<file path="src/hw/ioscm_pkg.sv">
/*
 * constants and types shared by the internal oscillator and clock multiplier block.
 * assumes a 100 MHz register clock and 8-bit registers packed one per AXI4-Lite word.
 */
package ioscm_pkg;
	// register indices; byte address is four times the index
	localparam logic [7:0] IDX_FINE = 8'h9E;
	localparam logic [7:0] IDX_CTRL = 8'hA1;
	localparam logic [7:0] IDX_COARSE = 8'hA2;
	localparam logic [7:0] IDX_MUL = 8'h97;
	localparam logic [7:0] IDX_SYS_CLOCK_SOURCE_REG = 8'h8F;
	localparam int ADDR_W = 12;

	// internal_osc_control fields
	localparam int CTRL_EN_HI = 7;
	localparam int CTRL_EN_LO = 6;
	localparam int CTRL_SUSP_BIT = 5;
	localparam int CTRL_FRDY_BIT = 4;
	localparam int CTRL_DIV_HI = 2;
	// multiplier_control fields
	localparam int MUL_EN_BIT = 7;
	localparam int MUL_INIT_BIT = 6;
	localparam int MUL_DIV_HI = 4;
	localparam int MUL_DIV_LO = 2;
	localparam int MUL_SEL_HI = 1;

	// reset values; trims stand in for factory values giving 24 MHz
	localparam logic [1:0] OSC_EN_ON = 2'h3;
	localparam logic [6:0] CRS_RST = 7'h40;
	localparam logic [5:0] FIN_RST = 6'h20;

	// system clock source codes
	localparam logic [1:0] SRC_OSC = 2'h0;
	localparam logic [1:0] SRC_EXT = 2'h1;
	localparam logic [1:0] SRC_MUL = 2'h2;

	localparam logic [1:0] RESP_OKAY = 2'h0;
	localparam logic [1:0] RESP_DECERR = 2'h3;

	// timing
	localparam int CLK_PERIOD_NS = 10;
	localparam int LOCK_TIME_NS = 2000;
	localparam logic [8:0] LOCK_CYC = 9'((LOCK_TIME_NS + CLK_PERIOD_NS - 1) / CLK_PERIOD_NS);
	localparam logic [9:0] OSC_SLOW_CYC = 10'h258;
	localparam logic [9:0] OSC_CRS_STEP = 10'h004;
	localparam int OSC_FIN_SHIFT = 3;
	localparam logic [2:0] FRDY_SETTLE = 3'h4;
	localparam logic [1:0] MUL_GAP_CYC = 2'h2;
	localparam logic [2:0] BURST_X2 = 3'h2;
	localparam logic [2:0] BURST_X4 = 3'h4;

	typedef enum logic [1:0] {MUL_OFF, MUL_ARMED, MUL_LOCKING, MUL_READY} ioscm_mul_state_t;
	typedef enum logic [2:0] {RS_NONE, RS_FINE, RS_CTRL, RS_COARSE, RS_MUL, RS_SYS_CLOCK_SOURCE_REG} ioscm_reg_t;
endpackage

</file>
<file path="src/hw/ioscm_clk_div.sv">
/*
 * power-of-two divider of the oscillator tick into system clock ticks.
 * assumes tickIn is a one-cycle pulse; a new divider code is taken only at a period end.
 */
`timescale 1ns/1ps
`default_nettype none
module ioscm_clk_div (
	input wire logic mclk,
	input wire logic rst_n,
	input wire logic tickIn,
	input wire logic [2:0] divSel,
	output logic tickOut
);
	typedef struct packed {
		logic [6:0] cnt;
		logic [2:0] sel;
		logic out;
	} ioscm_div_state_t;

	ioscm_div_state_t st_ff;
	ioscm_div_state_t nxt_st;

	// code 000 divides by 128, each step halves it, 111 passes every tick
	function automatic logic [6:0] divLast(input logic [2:0] sel);
		divLast = 7'((8'h80 >> sel) - 8'h01);
	endfunction

	always_comb begin
		nxt_st = st_ff;
		nxt_st.out = 1'b0;
		if (tickIn) begin
			if (st_ff.cnt >= divLast(st_ff.sel)) begin
				nxt_st.out = 1'b1;
				nxt_st.cnt = 7'h00;
				// switching only at the wrap keeps every output period whole
				nxt_st.sel = divSel;
			end else begin
				nxt_st.cnt = st_ff.cnt + 7'h01;
			end
		end
	end

	always_ff @(posedge mclk) begin
		if (!rst_n)
			st_ff <= '0;
		else
			st_ff <= nxt_st;
	end

	assign tickOut = st_ff.out;
endmodule
`default_nettype wire

</file>
<file path="src/hw/ioscm_top.sv">
/*
 * internal oscillator control, trims, system clock divider and clock multiplier model,
 * with AXI4-Lite register access. all clocks are modelled as one-cycle tick enables on mclk.
 * assumes extOscTick, portMatch and comparator inputs are synchronous to mclk.
 */
// Local design decision: the AXI4-Lite interface to the registers.
`timescale 1ns/1ps
`default_nettype none
module ioscm_top (
	input wire logic mclk,
	input wire logic rst_n,
	input wire logic [11:0] awaddr,
	input wire logic awvalid,
	output logic awready,
	input wire logic [31:0] wdata,
	input wire logic [3:0] wstrb,
	input wire logic wvalid,
	output logic wready,
	output logic [1:0] bresp,
	output logic bvalid,
	input wire logic bready,
	input wire logic [11:0] araddr,
	input wire logic arvalid,
	output logic arready,
	output logic [31:0] rdata,
	output logic [1:0] rresp,
	output logic rvalid,
	input wire logic rready,
	input wire logic extOscTick,
	input wire logic [3:0] portMatch,
	input wire logic cmp0En,
	input wire logic cmp0Out,
	output logic sysClkTick,
	output logic intOscTick,
	output logic multClkTick
);
	typedef struct packed {
		logic awHeld;
		logic [11:0] awAddr;
		logic wHeld;
		logic [7:0] wByte;
		logic wStrb0;
		logic awReady;
		logic wReady;
		logic bValid;
		logic [1:0] bResp;
		logic arReady;
		logic rValid;
		logic [7:0] rByte;
		logic [1:0] rResp;
		logic rCtrl;
		logic [1:0] oscEn;
		logic susp;
		logic [2:0] ifDiv;
		logic frdy;
		logic [2:0] settle;
		logic [9:0] oscCnt;
		logic oscTick;
		logic [6:0] crs;
		logic [5:0] fin;
		logic mult_enable_bit;
		logic mult_init_bit;
		logic [2:0] mult_output_scale;
		logic [1:0] mult_input_select;
		ioscm_pkg::ioscm_mul_state_t mulState;
		logic [8:0] lockCnt;
		logic [2:0] burstLeft;
		logic [1:0] gapCnt;
		logic [3:0] acc;
		logic mulTick;
		logic [1:0] src;
		logic sysTick;
	} ioscm_state_t;

	localparam ioscm_state_t ST_RST = '{
		oscEn: ioscm_pkg::OSC_EN_ON,
		crs: ioscm_pkg::CRS_RST,
		fin: ioscm_pkg::FIN_RST,
		awReady: 1'b1,
		wReady: 1'b1,
		arReady: 1'b1,
		mulState: ioscm_pkg::MUL_OFF,
		default: '0
	};

	ioscm_state_t st_ff;
	ioscm_state_t nxt_st;
	logic divTick;
	logic oscRun;
	logic wrGo;
	logic wake;
	logic inTick;

	function automatic ioscm_pkg::ioscm_reg_t regSel(input logic [11:0] addr);
		if (addr == {2'b00, ioscm_pkg::IDX_FINE, 2'b00})
			regSel = ioscm_pkg::RS_FINE;
		else if (addr == {2'b00, ioscm_pkg::IDX_CTRL, 2'b00})
			regSel = ioscm_pkg::RS_CTRL;
		else if (addr == {2'b00, ioscm_pkg::IDX_COARSE, 2'b00})
			regSel = ioscm_pkg::RS_COARSE;
		else if (addr == {2'b00, ioscm_pkg::IDX_MUL, 2'b00})
			regSel = ioscm_pkg::RS_MUL;
		else if (addr == {2'b00, ioscm_pkg::IDX_SYS_CLOCK_SOURCE_REG, 2'b00})
			regSel = ioscm_pkg::RS_SYS_CLOCK_SOURCE_REG;
		else
			regSel = ioscm_pkg::RS_NONE;
	endfunction

	// larger trim codes give a shorter period, fine on top of coarse
	function automatic logic [9:0] oscPeriod(input logic [6:0] crs, input logic [5:0] fin);
		oscPeriod = ioscm_pkg::OSC_SLOW_CYC - 10'({3'h0, crs} * ioscm_pkg::OSC_CRS_STEP)
			- 10'(fin >> ioscm_pkg::OSC_FIN_SHIFT);
	endfunction

	// scaling 2/k: a pulse passes each time the accumulator reaches k
	function automatic logic [3:0] mulDen(input logic [1:0] sel, input logic [2:0] div);
		if (!sel[ioscm_pkg::MUL_SEL_HI])
			mulDen = 4'h2;
		else begin
			case (div)
				3'h3: mulDen = 4'h3;
				3'h4: mulDen = 4'h4;
				3'h5: mulDen = 4'h5;
				3'h6: mulDen = 4'h6;
				3'h7: mulDen = 4'h7;
				default: mulDen = 4'h2;
			endcase
		end
	endfunction

	ioscm_clk_div u_div (
		.mclk(mclk),
		.rst_n(rst_n),
		.tickIn(st_ff.oscTick),
		.divSel(st_ff.ifDiv),
		.tickOut(divTick)
	);

	assign oscRun = st_ff.oscEn == ioscm_pkg::OSC_EN_ON && !st_ff.susp;
	assign wrGo = st_ff.awHeld && st_ff.wHeld && !st_ff.bValid;
	assign wake = (|portMatch) || (cmp0En && !cmp0Out);
	assign inTick = st_ff.mult_input_select[0] ? extOscTick : st_ff.oscTick;

	always_comb begin
		ioscm_pkg::ioscm_reg_t wSel;
		ioscm_pkg::ioscm_reg_t rSel;
		logic [3:0] sum;
		wSel = regSel(st_ff.awAddr);
		rSel = regSel(araddr);
		sum = 4'h0;
		nxt_st = st_ff;
		nxt_st.oscTick = 1'b0;
		nxt_st.mulTick = 1'b0;
		nxt_st.sysTick = 1'b0;

		if (awvalid && st_ff.awReady) begin
			nxt_st.awHeld = 1'b1;
			nxt_st.awAddr = awaddr;
		end
		if (wvalid && st_ff.wReady) begin
			nxt_st.wHeld = 1'b1;
			nxt_st.wByte = wdata[7:0];
			nxt_st.wStrb0 = wstrb[0];
		end
		if (bready && st_ff.bValid)
			nxt_st.bValid = 1'b0;

		if (st_ff.susp && wake)
			nxt_st.susp = 1'b0;

		// a suspend write in the wake cycle still suspends: software asked last
		if (wrGo) begin
			nxt_st.awHeld = 1'b0;
			nxt_st.wHeld = 1'b0;
			nxt_st.bValid = 1'b1;
			nxt_st.bResp = (wSel == ioscm_pkg::RS_NONE) ? ioscm_pkg::RESP_DECERR
				: ioscm_pkg::RESP_OKAY;
			if (st_ff.wStrb0) begin
				case (wSel)
					ioscm_pkg::RS_CTRL: begin
						nxt_st.oscEn = st_ff.wByte[ioscm_pkg::CTRL_EN_HI:ioscm_pkg::CTRL_EN_LO];
						if (st_ff.wByte[ioscm_pkg::CTRL_SUSP_BIT])
							nxt_st.susp = 1'b1;
						nxt_st.ifDiv = st_ff.wByte[ioscm_pkg::CTRL_DIV_HI:0];
					end
					ioscm_pkg::RS_COARSE: nxt_st.crs = st_ff.wByte[6:0];
					ioscm_pkg::RS_FINE: nxt_st.fin = st_ff.wByte[5:0];
					ioscm_pkg::RS_MUL: begin
						nxt_st.mult_enable_bit = st_ff.wByte[ioscm_pkg::MUL_EN_BIT];
						nxt_st.mult_init_bit = st_ff.wByte[ioscm_pkg::MUL_INIT_BIT]
							&& st_ff.wByte[ioscm_pkg::MUL_EN_BIT];
						nxt_st.mult_output_scale = st_ff.wByte[ioscm_pkg::MUL_DIV_HI:ioscm_pkg::MUL_DIV_LO];
						nxt_st.mult_input_select = st_ff.wByte[ioscm_pkg::MUL_SEL_HI:0];
					end
					ioscm_pkg::RS_SYS_CLOCK_SOURCE_REG: nxt_st.src = st_ff.wByte[1:0];
					default: begin
					end
				endcase
			end
		end

		if (rready && st_ff.rValid)
			nxt_st.rValid = 1'b0;
		if (arvalid && st_ff.arReady) begin
			nxt_st.rValid = 1'b1;
			nxt_st.rCtrl = rSel == ioscm_pkg::RS_CTRL;
			nxt_st.rResp = (rSel == ioscm_pkg::RS_NONE) ? ioscm_pkg::RESP_DECERR
				: ioscm_pkg::RESP_OKAY;
			case (rSel)
				ioscm_pkg::RS_CTRL: nxt_st.rByte = {st_ff.oscEn, st_ff.susp, st_ff.frdy,
					1'b0, st_ff.ifDiv};
				ioscm_pkg::RS_COARSE: nxt_st.rByte = {1'b0, st_ff.crs};
				ioscm_pkg::RS_FINE: nxt_st.rByte = {2'b00, st_ff.fin};
				ioscm_pkg::RS_MUL: nxt_st.rByte = {st_ff.mult_enable_bit, st_ff.mult_init_bit,
					st_ff.mulState == ioscm_pkg::MUL_READY, st_ff.mult_output_scale, st_ff.mult_input_select};
				ioscm_pkg::RS_SYS_CLOCK_SOURCE_REG: nxt_st.rByte = {6'h00, st_ff.src};
				default: nxt_st.rByte = 8'h00;
			endcase
		end
		nxt_st.awReady = !nxt_st.awHeld && !nxt_st.bValid;
		nxt_st.wReady = !nxt_st.wHeld && !nxt_st.bValid;
		nxt_st.arReady = !nxt_st.rValid;

		// oscillator: ready only after a few whole periods at the programmed trim
		if (!oscRun) begin
			nxt_st.oscCnt = 10'h000;
			nxt_st.frdy = 1'b0;
			nxt_st.settle = 3'h0;
		end else if (st_ff.oscCnt == 10'h000) begin
			nxt_st.oscTick = 1'b1;
			nxt_st.oscCnt = oscPeriod(st_ff.crs, st_ff.fin);
			if (st_ff.settle == ioscm_pkg::FRDY_SETTLE)
				nxt_st.frdy = 1'b1;
			else
				nxt_st.settle = st_ff.settle + 3'h1;
		end else begin
			nxt_st.oscCnt = st_ff.oscCnt - 10'h001;
		end

		case (st_ff.mulState)
			ioscm_pkg::MUL_OFF:
				if (st_ff.mult_enable_bit)
					nxt_st.mulState = ioscm_pkg::MUL_ARMED;
			ioscm_pkg::MUL_ARMED:
				if (st_ff.mult_init_bit) begin
					nxt_st.mulState = ioscm_pkg::MUL_LOCKING;
					nxt_st.lockCnt = ioscm_pkg::LOCK_CYC;
				end
			ioscm_pkg::MUL_LOCKING:
				if (st_ff.lockCnt <= 9'h001)
					nxt_st.mulState = ioscm_pkg::MUL_READY;
				else
					nxt_st.lockCnt = st_ff.lockCnt - 9'h001;
			ioscm_pkg::MUL_READY: begin
			end
			default: nxt_st.mulState = ioscm_pkg::MUL_OFF;
		endcase

		// each input edge starts a burst of 4 (or 2) fast pulses, then idles; a new
		// edge during a burst restarts it, so over-fast inputs lose pulses
		if (st_ff.mulState == ioscm_pkg::MUL_READY && inTick) begin
			nxt_st.burstLeft = st_ff.mult_input_select[ioscm_pkg::MUL_SEL_HI] ? ioscm_pkg::BURST_X4
				: ioscm_pkg::BURST_X2;
			nxt_st.gapCnt = 2'h0;
		end else if (st_ff.burstLeft != 3'h0) begin
			if (st_ff.gapCnt == 2'h0) begin
				nxt_st.burstLeft = st_ff.burstLeft - 3'h1;
				nxt_st.gapCnt = ioscm_pkg::MUL_GAP_CYC - 2'h1;
				sum = st_ff.acc + 4'h2;
				if (sum >= mulDen(st_ff.mult_input_select, st_ff.mult_output_scale)) begin
					nxt_st.mulTick = 1'b1;
					nxt_st.acc = sum - mulDen(st_ff.mult_input_select, st_ff.mult_output_scale);
				end else begin
					nxt_st.acc = sum;
				end
			end else begin
				nxt_st.gapCnt = st_ff.gapCnt - 2'h1;
			end
		end
		if (!st_ff.mult_enable_bit) begin
			nxt_st.mulState = ioscm_pkg::MUL_OFF;
			nxt_st.burstLeft = 3'h0;
			nxt_st.acc = 4'h0;
		end

		case (st_ff.src)
			ioscm_pkg::SRC_OSC: nxt_st.sysTick = divTick;
			ioscm_pkg::SRC_EXT: nxt_st.sysTick = extOscTick;
			ioscm_pkg::SRC_MUL: nxt_st.sysTick = st_ff.mulTick;
			default: nxt_st.sysTick = 1'b0;
		endcase
	end

	always_ff @(posedge mclk) begin
		if (!rst_n)
			st_ff <= ST_RST;
		else
			st_ff <= nxt_st;
	end

	assign awready = st_ff.awReady;
	assign wready = st_ff.wReady;
	assign bvalid = st_ff.bValid;
	assign bresp = st_ff.bResp;
	assign arready = st_ff.arReady;
	assign rvalid = st_ff.rValid;
	assign rresp = st_ff.rResp;
	assign rdata = {24'h000000, st_ff.rByte};
	assign intOscTick = st_ff.oscTick;
	assign multClkTick = st_ff.mulTick;
	assign sysClkTick = st_ff.sysTick;
endmodule
`default_nettype wire

</file>
<file path="config.mk">
export PLATFORM = sky130hd
export DESIGN_NAME = ioscm_top
export DESIGN_NICKNAME = d
export VERILOG_FILES = /design/src/hw/ioscm_pkg.sv /design/src/hw/ioscm_clk_div.sv /design/src/hw/ioscm_top.sv
export SDC_FILE = /design/constraint.sdc
export NUM_CORES = 1
export LEC_CHECK = 0
export ABC_AREA = 1
export ABC_CLOCK_PERIOD_IN_PS = 2460
export BUFFER_PORTS_ARGS = -buffer_cell sky130_fd_sc_hd__buf_2
export CAP_MARGIN = 10
export CORE_MARGIN = 2
export CORE_UTILIZATION = 56
export CTS_CLUSTER_SIZE = 24
export DETAILED_ROUTE_END_ITERATION = 6
export PLACE_DENSITY_LB_ADDON = 0.25
export RECOVER_POWER = 100
export SLEW_MARGIN = 20
export SYNTH_ARGS = -nofsm -noshare
export SYNTH_HDL_FRONTEND = slang
export SYNTH_SLANG_ARGS = --single-unit
</file>
<file path="constraint.sdc">
create_clock -name mclk -period 2.46 [get_ports mclk]
set_input_delay 0.123 -clock mclk [delete_from_list [all_inputs] [get_ports mclk]]
set_output_delay 0.123 -clock mclk [all_outputs]
set_load 0.01 [all_outputs]
</file>
==> flow_summary.yaml <==
outcome:
  status: "complete, no violations"
layout:
  largest_reg_flops: 84
  nNetsFinal: 1088
  drive_gt1_share_pct: 10.19
  regMostFlops: "st_ff"
  mostFrequentLayoutCell: "nand2_1"
  post-route-util_pct: 67.89
  antenna_cells: 0
  layout_common_cells: "nand2_1 (187), inv_1 (114), dfxtp_1 (112)"
  synthToLayoutAreaGrowth_pct: 17.53
  fillers: 947
  stdcell_area_um2: 7392
  final_cell_count_no_fill: 1131
critical_path:
  worstSetupPathType: "flip-flop to flip-flop"
  worst_ep_arrival_time_ns: 2.81
  slowest_stage: "dfxtp_4"
  cp_max_fo: 6
  crit_top_cell: "a21oi_1"
  critPathRequiredTime_ns: 2.92
  start_kind: "flip-flop"
  r2r_setup_slack_ns: 0.11
  critPathCaptureType: "flip-flop"
  crit_chain: "inv_1, nand3_1, ha_2, o21ai_1, a21oi_1, xor2_1, ha_1, a21oi_1, o21a_1, nand3_1, nand2_2, nand2_4, a21oi_1"
  cp_slowest_stage_delay_ns: 0.37
power:
  switching_share_pct: 25.92
  power.switching_w: 0.001385
  peakVddDrop_v: 0.0003871
  pwr-share-comb_pct: 13.7
  leakagePower_nw: 3.321
  p_per_area_nw_per_um2: 723.0
  clkPwrFrac_pct: 47.4
  pwr-share-seq_pct: 38.9
  p_int_w: 0.003959
place:
  post_dp_cell_area_um2: 6553
  place.gp.congestion: 0.8541
  numPortBuffers: 66
  place_ws_ns: -0.003608
  dp.final_hpwl_mm: 10.11
  dp_cells: 1072
yosys:
  synth_top_family_by_area: "simple AND/OR/NAND/NOR gates"
  netlist_top_cells_area: "dfxtp_1 (36%), nand2_1 (11%), ha_1 (7.0%)"
  synth_seq_area_share_pct: 36.28
  netlist_area_um2: 6290
  synth-compound-area-share_pct: 12.35
  yosys_warnings: 0
  synthArstFlopShare_pct: 0
  synth-simple-area-share_pct: 27.97
  ys.flop_type: "dfxtp_1"
  synthMuxAreaShare_pct: 0
  synth_xor_area_share_pct: 3.342
  syn_inst: 894
  yosys.area_share.adder_pct: 7.281
  yosysTopAreaCellShare_pct: 36.28
  ys_seq_elements: 114
  synth_top_area_cell: "dfxtp_1"
  ys_types: 39
  syn_avg_cell_area_um2: 7.036
  synth_edf_count: 0
sta:
  period_share_pct: 95.66
  layout_setup_ws_ns: 0.1068
  slew_viol_final: 0
  fmax_ghz: 0.4250
  tns_ns: 0
  worst_pin_slew_ns: 0.6871
  slew_headroom_pct: 54.02
  setup_viol: 0
  layout_min_cycle_time_ns: 2.353
  hold_viol: 0
  fin_worst_skew_ns: 0.006673
drt:
  viasPerCell: 5.080
  num_vias: 5745
  drt_iter0_markers: 334
  ant_nets: 0
  wirelength_mm: 14.29
  drc: 0
  drt_first_pass_iters: 5
  wl_per_cell_um: 12.63
cts:
  tritoncts: "done"
  root_buffer: "clkbuf_8"
  cts_setup_buffers: 0
  h-tree-depth: 4
  insertion_delay_ns: 0.52
  cts.sinks: 114
  cts_buffers: 17
  max-clock-path-buffers: 2
  clk_pin_slew_ns: 0.06
die:
  core_um2: 10890
  start_util_pct: 57.77
  ioPinCount: 118
  die_h_um: 110.0
  dieArea_um2: 12100
  row_count: 38
  fp.dieW_um: 110.0
hold_path:
  holdCritPathClass: "input port to flip-flop"
grt:
  antenna_found_initial: 0
  grt_max_degree: 43
  grt_pass1_vias: 5245
  track_usage_pct: 25.01
  grt_overflow_total: 0
  grt_pass1_wl_mm: 23.64
flow_run:
  drv_cap: 0
-- power by group through the flow --
stage | clock [W] | combinational (W) | sequential, W
after floorplan | 0 | 0.000583 | 0.00210
after global placement | 0 | 0.000701 | 0.00212
after detailed placement | 0 | 0.000711 | 0.00212
after CTS | 0.00256 | 0.000750 | 0.00208
after global routing | 0.00265 | 0.000845 | 0.00210
final | 0.00253 | 0.000731 | 0.00208
-- final timing paths --
| path | startpoint | cells past startpoint | end |
|---|---|---|---|
| worst max-delay path | u_div.st_ff[1] | 13 | u_div.st_ff[4] |
| worst min-delay path | arvalid | 4 | rdata[1] |
| worst max register to register | u_div.st_ff[1] | 13 | u_div.st_ff[4] |
| worst min register to register | st_ff[9] | 2 | st_ff[9] |
-- worst max-delay path: cells and delay by family (launching register included) --
| kind | cells | cell delay (ns) |
|---|---|---|
| AOI/OAI and AO/OA | 5 | 0.68 |
| buffers and inverters | 1 | 0.05 |
| adders and majority gates | 2 | 0.49 |
| xor gates and xnor gates | 1 | 0.22 |
| DFF | 1 | 0.37 |
| and+or+nand+nor | 4 | 0.46 |
-- layer usage --
metal  GRT usage, %  wire, um  vias to the layer above
met1          30.88      6484                     2556
met5              0         0                        -
met2          42.07      6816                      156
li1               -         -                     3004
met4          9.946       289                        0
met3          5.820       696                       29
-- kinds of logic (layout without fill, tap and decap cells) --
| kind of cell | Yosys count | after routing |
|---|---|---|
| compound gates | 145 | 145 |
| buf+inv | 172 | 246 |
| flops | 114 | 114 |
| simple gates | 402 | 402 |
| xor+xnor | 24 | 24 |
| other cells | 1 | 24 |
| fa+ha+maj | 36 | 36 |
-- cell type report --
type                            count  area [um2]  share of cell area (%)
Timing Repair Buffer               97       605.6                   8.192
Inverter                          117       440.4                   5.958
Clock buffer                       23       496.7                   6.720
Clock inverter                      9       125.1                   1.693
Tap cell                          140       175.2                   2.370
Multi-Input combinational cell    631        3262                   44.13
Sequential cell                   114        2287                   30.94
-- metrics by stage --
step	total power, W	hold slack [ns]
final	0.005345	0.08680
after global routing	0.005597	0.1160
after CTS	0.005390	0.08065
after detailed placement	0.002831	0.3805
after global placement	0.002821	0.3749
after floorplan	0.002680	0.2748
-- cells in the mapped netlist (2+ instances only) --
cell,count
a211oi_1,2
a21oi_1,79
a21oi_2,2
buf_2,5
buf_4,37
clkbuf_1,11
dfxtp_1,114
ha_1,35
inv_1,112
inv_2,3
nand2_1,187
nand2_2,5
nand3_1,63
nand3_2,3
nand3b_1,3
nand4_1,24
nor2_1,92
nor2_2,5
nor2_4,2
nor3_1,13
o211ai_1,7
o21ai_0,47
o21bai_1,4
or2_2,2
xnor2_1,3
xor2_1,21
-- timing repair --
action                                  in CTS  in global routing
endpoints found under the hold margin       32                  0
endpoints found under the setup margin       2                  9
pin swaps                                    0                  2
hold buffers                                27                  0
gates resized for setup                      1                 10
No activity file was read; power rests on OpenSTA's default activity.
